<file path="src/rtl/sgpb_pkg.sv">
package sgpb_pkg;

    // Bus geometry.
    localparam int ADDR_W = 8;
    localparam int DATA_W = 32;
    localparam int IDX_LSB = 2;

    // Register indices; the byte address is four times the index.
    localparam logic [5:0] IDX_PORTB_DATA = 6'h01;
    localparam logic [5:0] IDX_PORTC_DATA = 6'h02;
    localparam logic [5:0] IDX_PORTD_DATA = 6'h03;
    localparam logic [5:0] IDX_PORTB_DIRECTION = 6'h05;
    localparam logic [5:0] IDX_PORTC_DIRECTION_CLKOUT = 6'h06;
    localparam logic [5:0] IDX_PORTD_DIRECTION = 6'h07;

    // Field positions.
    localparam int CLKOUT_EN_BIT = 7;
    localparam int CLKOUT_PIN = 2;
    localparam int PORTC_WIDTH = 6;
    localparam int TIMER_A_PIN = 6;
    localparam int TIMER_B_PIN = 4;
    localparam int PORTD_CONV_PINS = 7;

    // Converter channel numbers of the first pin of each shared port.
    localparam logic [4:0] CONV_PORTB_FIRST = 5'h00;
    localparam logic [4:0] CONV_PORTD_FIRST = 5'h08;

    // Prescaler select code that picks the external timer clock.
    localparam logic [2:0] PRESCALE_EXTERNAL = 3'h7;

    // Reset values.
    localparam logic [7:0] DIRECTION_RESET = 8'h00;
    localparam logic [7:0] OE_N_RESET = 8'hff;

    // Bus responses.
    localparam logic [1:0] RESP_OKAY = 2'h0;
    localparam logic [1:0] RESP_SLVERR = 2'h2;

    // One bundle of pin levels for the three ports.
    typedef struct packed {
        logic [7:0] b;
        logic [5:0] c;
        logic [7:0] d;
    } sgpb_pins_t;

endpackage

</file>
<file path="src/rtl/sgpb_top.sv">
// Notes on behaviour
// - Port B latches survive reset unchanged.
// - Port B direction 1 drives; reset clears.
// - Port B read: latch if output, else pin.
// - Data latches writable in any direction, except C2 while clock-out is on.
// - Converter-selected input pin reads as zero.
// - Converter use overrides port B drive.
// - Clock-output enable drives clock on C2.
// - Clock-out ignores C2 direction; reset clears.
// - Port C latches kept; read latch or pin; C2 reads zero while clock-out is on.
// - Port C directions reset to input.
// - Port D read: latch if output, else pin; timer-selected input reads zero.
// - Port D converter-selected input reads zero.
// - External timer clocks taken from D6, D4.
// - Timer pins ignore direction for drive.
// - Port D directions reset to input.
//
// Our own choice: the AXI4-Lite interface to the registers.
module sgpb_top (
    // Clock and reset.
    input wire logic ref_clk,
    input wire logic srst,
    // AXI4-Lite write address and data.
    input wire logic [sgpb_pkg::ADDR_W-1:0] awaddr,
    input wire logic awvalid,
    output logic awready,
    input wire logic [sgpb_pkg::DATA_W-1:0] wdata,
    input wire logic [3:0] wstrb,
    input wire logic wvalid,
    output logic wready,
    // AXI4-Lite write response.
    output logic [1:0] bresp,
    output logic bvalid,
    input wire logic bready,
    // AXI4-Lite read.
    input wire logic [sgpb_pkg::ADDR_W-1:0] araddr,
    input wire logic arvalid,
    output logic arready,
    output logic [sgpb_pkg::DATA_W-1:0] rdata,
    output logic [1:0] rresp,
    output logic rvalid,
    input wire logic rready,
    // Selects from the converter and the timers.
    input wire logic [4:0] converterChannelSelect,
    input wire logic [2:0] timerAPrescalerSelect,
    input wire logic [2:0] timerBPrescalerSelect,
    // Pins.
    input wire sgpb_pkg::sgpb_pins_t pinsIn,
    output sgpb_pkg::sgpb_pins_t pinsOut,
    output sgpb_pkg::sgpb_pins_t pinsOeN,
    // External timer clocks.
    output logic timerAExternalClock,
    output logic timerBExternalClock
);

    // Registers and synchronisers.
    logic [7:0] portbData;
    logic [5:0] portcData;
    logic [7:0] portdData;
    logic [7:0] portbDirection;
    logic [5:0] portcDirection;
    logic clockOutputEnable;
    logic [7:0] portdDirection;
    sgpb_pkg::sgpb_pins_t pinMeta;
    sgpb_pkg::sgpb_pins_t pinSync;

    // Bus state.
    logic awHeld;
    logic wHeld;
    logic [sgpb_pkg::ADDR_W-1:0] wrAddr;
    logic [7:0] wrData;
    logic wrLane;
    logic next_awHeld;
    logic next_wHeld;
    logic wrDo;

    // Converter and timer pin ownership.
    logic [7:0] convB;
    logic [7:0] convD;
    logic timerASel;
    logic timerBSel;
    logic [7:0] timerD;

    genvar gi;
    generate
        for (gi = 0; gi < 8; gi++) begin : g_conv
            assign convB[gi] = converterChannelSelect ==
                sgpb_pkg::CONV_PORTB_FIRST + 5'(gi);
            assign convD[gi] = (gi < sgpb_pkg::PORTD_CONV_PINS) &&
                (converterChannelSelect ==
                sgpb_pkg::CONV_PORTD_FIRST + 5'(gi));
            assign timerD[gi] = (gi == sgpb_pkg::TIMER_A_PIN && timerASel) ||
                (gi == sgpb_pkg::TIMER_B_PIN && timerBSel);
        end
    endgenerate

    assign timerASel = timerAPrescalerSelect == sgpb_pkg::PRESCALE_EXTERNAL;
    assign timerBSel = timerBPrescalerSelect == sgpb_pkg::PRESCALE_EXTERNAL;

    // Drive enables, active high before inversion.
    logic [7:0] driveB;
    logic [5:0] driveC;
    logic [7:0] driveD;
    assign driveB = portbDirection & ~convB;
    assign driveD = portdDirection & ~convD & ~timerD;
    assign driveC = clockOutputEnable ?
        (portcDirection | 6'h04) : portcDirection;

    // Read values seen by software.
    logic [7:0] portbRead;
    logic [7:0] portcRead;
    logic [7:0] portdRead;
    logic [7:0] portcRaw;
    // Latch or pin; converter input reads zero.
    assign portbRead = (portbDirection & portbData) |
        (~portbDirection & ~convB & pinSync.b);
    assign portcRaw = {2'h0, (portcDirection & portcData) |
        (~portcDirection & pinSync.c)};
    assign portcRead = clockOutputEnable ?
        (portcRaw & 8'hfb) : portcRaw;
    // Latch or pin; converter and timer inputs read zero.
    assign portdRead = (portdDirection & portdData) |
        (~portdDirection & ~convD & ~timerD & pinSync.d);

    // Read decode.
    logic [5:0] rdIdx;
    logic rdHit;
    logic [7:0] rdByte;
    assign rdIdx = araddr[sgpb_pkg::ADDR_W-1:sgpb_pkg::IDX_LSB];
    assign rdHit = araddr[1:0] == 2'h0 &&
        (rdIdx == sgpb_pkg::IDX_PORTB_DATA ||
        rdIdx == sgpb_pkg::IDX_PORTC_DATA ||
        rdIdx == sgpb_pkg::IDX_PORTD_DATA ||
        rdIdx == sgpb_pkg::IDX_PORTB_DIRECTION ||
        rdIdx == sgpb_pkg::IDX_PORTC_DIRECTION_CLKOUT ||
        rdIdx == sgpb_pkg::IDX_PORTD_DIRECTION);
    assign rdByte =
        rdIdx == sgpb_pkg::IDX_PORTB_DATA ? portbRead :
        rdIdx == sgpb_pkg::IDX_PORTC_DATA ? portcRead :
        rdIdx == sgpb_pkg::IDX_PORTD_DATA ? portdRead :
        rdIdx == sgpb_pkg::IDX_PORTB_DIRECTION ? portbDirection :
        rdIdx == sgpb_pkg::IDX_PORTC_DIRECTION_CLKOUT ?
            {clockOutputEnable, 1'b0, portcDirection} :
        rdIdx == sgpb_pkg::IDX_PORTD_DIRECTION ? portdDirection : 8'h00;

    // Write decode.
    logic [5:0] wrIdx;
    logic wrHit;
    logic wrB;
    logic wrC;
    logic wrD;
    logic wrDirB;
    logic wrDirC;
    logic wrDirD;
    assign wrIdx = wrAddr[sgpb_pkg::ADDR_W-1:sgpb_pkg::IDX_LSB];
    assign wrB = wrIdx == sgpb_pkg::IDX_PORTB_DATA;
    assign wrC = wrIdx == sgpb_pkg::IDX_PORTC_DATA;
    assign wrD = wrIdx == sgpb_pkg::IDX_PORTD_DATA;
    assign wrDirB = wrIdx == sgpb_pkg::IDX_PORTB_DIRECTION;
    assign wrDirC = wrIdx == sgpb_pkg::IDX_PORTC_DIRECTION_CLKOUT;
    assign wrDirD = wrIdx == sgpb_pkg::IDX_PORTD_DIRECTION;
    assign wrHit = wrAddr[1:0] == 2'h0 &&
        (wrB || wrC || wrD || wrDirB || wrDirC || wrDirD);
    assign wrDo = awHeld && wHeld && !bvalid;
    assign next_awHeld = wrDo ? 1'b0 : (awHeld || (awvalid && awready));
    assign next_wHeld = wrDo ? 1'b0 : (wHeld || (wvalid && wready));

    // Port C latch keeps the clock pin while clock-out is on.
    logic [5:0] portcKeep;
    logic [5:0] next_portcData;
    assign portcKeep = clockOutputEnable ? 6'h04 : 6'h00;
    assign next_portcData = (portcData & portcKeep) |
        (wrData[5:0] & ~portcKeep);

    // Pin synchronisers.
    always_ff @(posedge ref_clk) begin
        pinMeta <= pinsIn;
        pinSync <= pinMeta;
    end

    // Write channel capture.
    always_ff @(posedge ref_clk) begin
        if (srst) begin
            awHeld <= 1'b0;
            wHeld <= 1'b0;
            awready <= 1'b1;
            wready <= 1'b1;
            bvalid <= 1'b0;
            bresp <= sgpb_pkg::RESP_OKAY;
            wrAddr <= '0;
            wrData <= 8'h00;
            wrLane <= 1'b0;
        end else begin
            awHeld <= next_awHeld;
            wHeld <= next_wHeld;
            awready <= !next_awHeld;
            wready <= !next_wHeld;
            if (awvalid && awready) begin
                wrAddr <= awaddr;
            end
            if (wvalid && wready) begin
                wrData <= wdata[7:0];
                wrLane <= wstrb[0];
            end
            if (wrDo) begin
                bvalid <= 1'b1;
                bresp <= wrHit ? sgpb_pkg::RESP_OKAY : sgpb_pkg::RESP_SLVERR;
            end else if (bready) begin
                bvalid <= 1'b0;
            end
        end
    end

    always_ff @(posedge ref_clk) begin
        if (wrDo && wrHit && wrLane) begin
            if (wrB) begin
                portbData <= wrData;
            end
            if (wrC) begin
                portcData <= next_portcData;
            end
            if (wrD) begin
                portdData <= wrData;
            end
        end
    end

    always_ff @(posedge ref_clk) begin
        if (srst) begin
            portbDirection <= sgpb_pkg::DIRECTION_RESET;
            portcDirection <= sgpb_pkg::DIRECTION_RESET[5:0];
            clockOutputEnable <= 1'b0;
            portdDirection <= sgpb_pkg::DIRECTION_RESET;
        end else if (wrDo && wrHit && wrLane) begin
            if (wrDirB) begin
                portbDirection <= wrData;
            end
            if (wrDirC) begin
                portcDirection <= wrData[5:0];
                clockOutputEnable <= wrData[sgpb_pkg::CLKOUT_EN_BIT];
            end
            if (wrDirD) begin
                portdDirection <= wrData;
            end
        end
    end

    // Read channel.
    always_ff @(posedge ref_clk) begin
        if (srst) begin
            arready <= 1'b1;
            rvalid <= 1'b0;
            rdata <= '0;
            rresp <= sgpb_pkg::RESP_OKAY;
        end else if (arvalid && arready) begin
            arready <= 1'b0;
            rvalid <= 1'b1;
            rdata <= {24'h000000, rdByte};
            rresp <= rdHit ? sgpb_pkg::RESP_OKAY : sgpb_pkg::RESP_SLVERR;
        end else if (rvalid && rready) begin
            arready <= 1'b1;
            rvalid <= 1'b0;
        end
    end

    // Pin drivers.
    logic clockToggle;
    always_ff @(posedge ref_clk) begin
        if (srst) begin
            pinsOeN <= {sgpb_pkg::OE_N_RESET, sgpb_pkg::OE_N_RESET[5:0],
                sgpb_pkg::OE_N_RESET};
            pinsOut <= '0;
            clockToggle <= 1'b0;
            timerAExternalClock <= 1'b0;
            timerBExternalClock <= 1'b0;
        end else begin
            pinsOeN.b <= ~driveB;
            pinsOeN.c <= ~driveC;
            pinsOeN.d <= ~driveD;
            pinsOut.b <= portbData;
            pinsOut.d <= portdData;
            clockToggle <= clockOutputEnable ? !clockToggle : 1'b0;
            pinsOut.c <= clockOutputEnable ?
                ((portcData & 6'h3b) | {3'h0, !clockToggle, 2'h0}) :
                portcData;
            timerAExternalClock <= timerASel &&
                pinSync.d[sgpb_pkg::TIMER_A_PIN];
            timerBExternalClock <= timerBSel &&
                pinSync.d[sgpb_pkg::TIMER_B_PIN];
        end
    end

    // Checks.
    logic [5:0] arIdxNow;
    assign arIdxNow = araddr[sgpb_pkg::ADDR_W-1:sgpb_pkg::IDX_LSB];

    chk_latch_b_keep: assert property (@(posedge ref_clk)
        srst && !wrDo |=> $stable(portbData))
        else $error("port B latch changed in reset");
    chk_latch_d_keep: assert property (@(posedge ref_clk)
        srst && !wrDo |=> $stable(portdData))
        else $error("port D latch changed in reset");
    chk_dir_reset: assert property (@(posedge ref_clk)
        srst |=> portbDirection == 8'h00 && portdDirection == 8'h00 &&
        portcDirection == 6'h00 && !clockOutputEnable ##1
        pinsOeN == {22{1'b1}})
        else $error("directions not cleared by reset");
    chk_b_drive: assert property (@(posedge ref_clk)
        disable iff (srst) !srst |=>
        pinsOeN.b == ~($past(portbDirection) & ~$past(convB)))
        else $error("port B drive wrong");
    chk_b_read: assert property (@(posedge ref_clk) disable iff (srst)
        arvalid && arready && arIdxNow == sgpb_pkg::IDX_PORTB_DATA &&
        araddr[1:0] == 2'h0 |=> rvalid && rdata[7:0] == $past(portbRead) &&
        rresp == sgpb_pkg::RESP_OKAY)
        else $error("port B read wrong");
    chk_conv_zero: assert property (@(posedge ref_clk)
        disable iff (srst) arvalid && arready &&
        arIdxNow == sgpb_pkg::IDX_PORTB_DATA && araddr[1:0] == 2'h0 |=>
        (rdata[7:0] & $past(convB) & ~$past(portbDirection)) == 8'h00)
        else $error("converter pin not read as zero");
    chk_write_any_dir: assert property (@(posedge ref_clk)
        disable iff (srst) wrDo && wrHit && wrLane && wrB |=>
        portbData == $past(wrData))
        else $error("port B latch not written");
    chk_clkout_toggle: assert property (@(posedge ref_clk)
        disable iff (srst) clockOutputEnable [*3] |->
        !pinsOeN.c[2] && pinsOut.c[2] != $past(pinsOut.c[2]))
        else $error("clock output not running");
    chk_clkout_read: assert property (@(posedge ref_clk)
        disable iff (srst) clockOutputEnable && arvalid && arready &&
        arIdxNow == sgpb_pkg::IDX_PORTC_DATA |=> rdata[2] == 1'b0)
        else $error("clock pin read not zero");
    chk_d_read: assert property (@(posedge ref_clk) disable iff (srst)
        arvalid && arready && arIdxNow == sgpb_pkg::IDX_PORTD_DATA &&
        araddr[1:0] == 2'h0 |=> rdata[7:0] == $past(portdRead))
        else $error("port D read wrong");
    chk_timer_drive: assert property (@(posedge ref_clk)
        disable iff (srst) timerASel ##1 timerASel |-> pinsOeN.d[6] ##1
        timerAExternalClock == $past(pinSync.d[6]))
        else $error("timer pin still driven");
    chk_timer_b_drive: assert property (@(posedge ref_clk)
        disable iff (srst) timerBSel ##1 timerBSel |-> pinsOeN.d[4] ##1
        timerBExternalClock == $past(pinSync.d[4]))
        else $error("timer B pin still driven");
    chk_c_read: assert property (@(posedge ref_clk)
        disable iff (srst) arvalid && arready &&
        arIdxNow == sgpb_pkg::IDX_PORTC_DATA && araddr[1:0] == 2'h0 |=>
        rdata[7:0] == $past(portcRead))
        else $error("port C read wrong");

    cov_clkout: cover property (@(posedge ref_clk) disable iff (srst)
        clockOutputEnable ##1 rvalid);
    cov_conv_read: cover property (@(posedge ref_clk) disable iff (srst)
        arvalid && arready && (convB & ~portbDirection) != 8'h00);
    cov_timer_sel: cover property (@(posedge ref_clk) disable iff (srst)
        timerBSel && portdDirection[4]);
    cov_d_conv_read: cover property (@(posedge ref_clk) disable iff (srst)
        arvalid && arready && (convD & ~portdDirection) != 8'h00);

endmodule

</file>
<file path="config.mk">
export PLATFORM = sky130hd
export DESIGN_NAME = sgpb_top
export DESIGN_NICKNAME = d
export VERILOG_FILES = /design/src/rtl/sgpb_pkg.sv /design/src/rtl/sgpb_top.sv
export SDC_FILE = /design/constraint.sdc
export NUM_CORES = 1
export LEC_CHECK = 0
export ABC_AREA = 0
export BUFFER_PORTS_ARGS = -buffer_cell sky130_fd_sc_hd__buf_2
export CAP_MARGIN = 0
export CORE_MARGIN = 1
export CORE_UTILIZATION = 51
export CTS_CLUSTER_SIZE = 14
export DETAILED_ROUTE_END_ITERATION = 10
export GPL_ROUTABILITY_DRIVEN = 0
export HOLD_SLACK_MARGIN = 0.06
export PLACE_DENSITY_LB_ADDON = 0.3
export SYNTH_ARGS = -nofsm -noshare
export SYNTH_HDL_FRONTEND = slang
export SYNTH_SLANG_ARGS = --single-unit
</file>
<file path="constraint.sdc">
create_clock -name ref_clk -period 2.6 [get_ports ref_clk]
set_clock_uncertainty 0.15 [all_clocks]
set_input_delay 0.65 -clock ref_clk [delete_from_list [all_inputs] [get_ports ref_clk]]
set_output_delay 0.65 -clock ref_clk [all_outputs]
set_load 0.05 [all_outputs]
</file>
==> key figures <==
Outcome
  • Outcome: finished, final reports clean

Synth
  • EDFF count, synth: 22
  • Syn_area_per_cell: 10.6 sq um
  • Synth cell count leaders: 148 x dfxtp_1, 56 x nand2_1, 41 x a21oi_1
  • Dominant cell type by area after synthesis: dfxtp_1
  • FFs w/ async S/R, synth: 0%
  • Cell count after synthesis: 555
  • Register area share after synthesis: 61.4%
  • Cell with the most instances after synthesis: dfxtp_1
  • Warning count from the yosys run: 0
  • Seq cells post-synth: 170
  • Synth top area cells: dfxtp_1 50%, edfxtp_1 11%, mux2i_1 5.6%, nand2_1 3.6%, a21oi_1 3.5%
  • Yosys top cell area share: 50.2%
  • Ys flop type: dfxtp_1
  • Post-synth cell types: 54
  • Synthesized cell area: 0.00590 sq mm

Finish
  • NumNets Final: 783
  • Area growth syn-to-layout: 22.1%
  • Share of layout cells above drive strength 1: 25.9%
  • # diodes: 0

Critical path
  • Cells along the critical path: or4_4 -> nor3_4 -> nand3b_1 -> nor3b_2 -> buf_4
  • Slowest CP cell: or4_4
  • Largest fanout on the critical path: 5
  • R2r startpoint: wrAddr[0]
  • Startpoint types: flop
  • CP peak stage delay: 560 ps
  • Crit path DAT: 2260 ps
  • Bufs and invs on worst path: 1
  • Kind of critical path: flop to flop
  • Delay-heaviest family, CP: simple AND/OR/NAND/NOR gates
  • CP endpoint kind: flop
  • Worst setup path start: wrAddr[0]
  • Worst EP required: 2590 ps

Floorplanning
  • Chip height: 110 um
  • Row count: 38
  • Die area: 0.0120 sq mm
  • Area of the core: 0.0110 sq mm
  • Die W: 110 um
  • I/O pin total: 179
  • Initial core utilization: 53.5%

Global route
  • Gr ovfl total: 0
  • GRT Util Overall: 24.1%
  • Initial antenna violation count: 0
  • First-pass GRT wire length: 20900 um
  • Vias in the first global route: 4157
  • Largest net degree at the start of global routing: 49

Clock network
  • Num CTS Buffers: 17
  • PostCTS Resize Cnt: 0
  • Clk_lat worst skew: 430 ps
  • Postcts setup bufs: 0
  • Sink Count: 170
  • Deepest clock path buffer count: 2
  • # hold bufs at CTS: 0
  • Clock-pin slew on the worst setup and hold paths: 70 ps
  • CTS root buf: clkbuf_16
  • CTS tree: done
  • H-tree levels: 4

Drt
  • DRT antenna net count: 0
  • Vias: 4499
  • Drt pass-1 iters: 6
  • Vias per cell: 5.33
  • Residual DRC: 0
  • WL/cell: 16.5 um
  • Drt total wl: 14000 um
  • Initial drt markers: 386

Power and ir drop
  • Leakage: 3.10 nW
  • Power per Cell Area: 784 mW/mm^2
  • VDD IR-drop max: 0.000639 V

STA
  • Setup_tns: 0 ps
  • Worst Slack Setup Final: 331 ps
  • Worst-Margin Slew: 533 ps
  • Minimum clock period: 2270 ps
  • Slew Limit Fails: 0
  • Hold Fails Final Rpt: 0
  • Final cycle utilization of the critical path: 87.3%
  • Fmax: 441 MHz
  • Final Setup Violations: 0
  • RSZ-0062 raised after global routing: no
  • Slew margin rel.: 64.5%

Flow run
  • Total of max-cap violations: 0

Min path
  • Hold_sp: pinsIn[12]
  • Tightest Hold Check Type: input port to flop

Placed design
  • Hpwl dp: 9840 um
  • Pre-CTS setup slack: 239 ps
  • Port bufs: 125
==> path summary, 6_finish.rpt <==
path	to	slack, ps	depth (start not counted)
max	portcData[4]	330	5
min	pinMeta[12]	170	1
max reg2reg	portcData[4]	330	5
min reg2reg	pinSync[16]	180	0
==> cell type report <==
type	count	area, sq um
fillers	885	3830
flip-flops and latches	170	3620
multi-input cells	348	2030
repair buffers	142	753
clock buffers	21	460
well taps	140	175
clock inverters	11	106
inverters	12	45.0
==> layer usage <==
metal / GRT usage [%] / wire length (um)
met2: 38.0 / 6510
met1: 30.1 / 5820
met5: 0 / 0
met4: 12.7 / 432
met3: 6.76 / 1190
==> state kept, by name (all words and copies together) (netlist names), 5 cells and up, named ones only <==
| name | cells |
|---|---|
| pinsOeN | 22 |
| wrData | 8 |
| portdDirection | 8 |
| portbData | 8 |
| pinSync | 22 |
| portcDirection | 6 |
| portdData | 8 |
| portcData | 5 |
| pinsOut | 22 |
| pinMeta | 22 |
| wrAddr | 8 |
| rdata | 8 |
| portbDirection | 8 |
==> kinds of logic (layout without fill, tap and decap cells) <==
family,count (synthesis),after routing,share of synthesized area [%]
flops,170,170,61.4
other cells,1,26,0.0636
simple gates,191,191,17.0
buf+inv,62,186,5.64
compound gates,97,97,10.1
mux,34,34,5.79
==> report_power, final <==
| group | leakage (nW) | internal, mW | switching [mW] |
|---|---|---|---|
| Combinational | 1.39 | 0.118 | 0.326 |
| Sequential | 1.43 | 2.74 | 0.0616 |
| Clock | 0.284 | 1.38 | 1.01 |
==> through the flow <==
stage	hold WS, ps	instance area [sq um]	util [%]	power, mW	std cells
after floorplan	160	5990	-	3.18	580
after global placement	164	6630	60.1	3.29	812
after detailed placement	162	6630	60.1	3.30	812
after CTS	155	7200	65.3	5.68	844
after global routing	149	7200	65.3	5.82	844
final	169	7200	65.3	5.64	844
==> layout by cell type, fill, tap and decap left out, drive strengths merged, types with 6 or more instances in the layout <==
master  count
dfxtp     148
buf       142
nand2      56
a21oi      41
nor2       34
mux2i      33
nor2b      29
conb       26
o21ai      24
edfxtp     22
nand3      22
clkbuf     21
inv        20
nor3       11
nand2b      7
o211ai      7
a22o        6
==> worst reg2reg max path, delay by kind of cell (launching register included) <==
| family | cells | cell delay, ps |
|---|---|---|
| simple gates | 4 | 1340 |
| flops | 1 | 320 |
| buf+inv | 1 | 190 |
No activity file was read; power rests on OpenSTA's default activity.
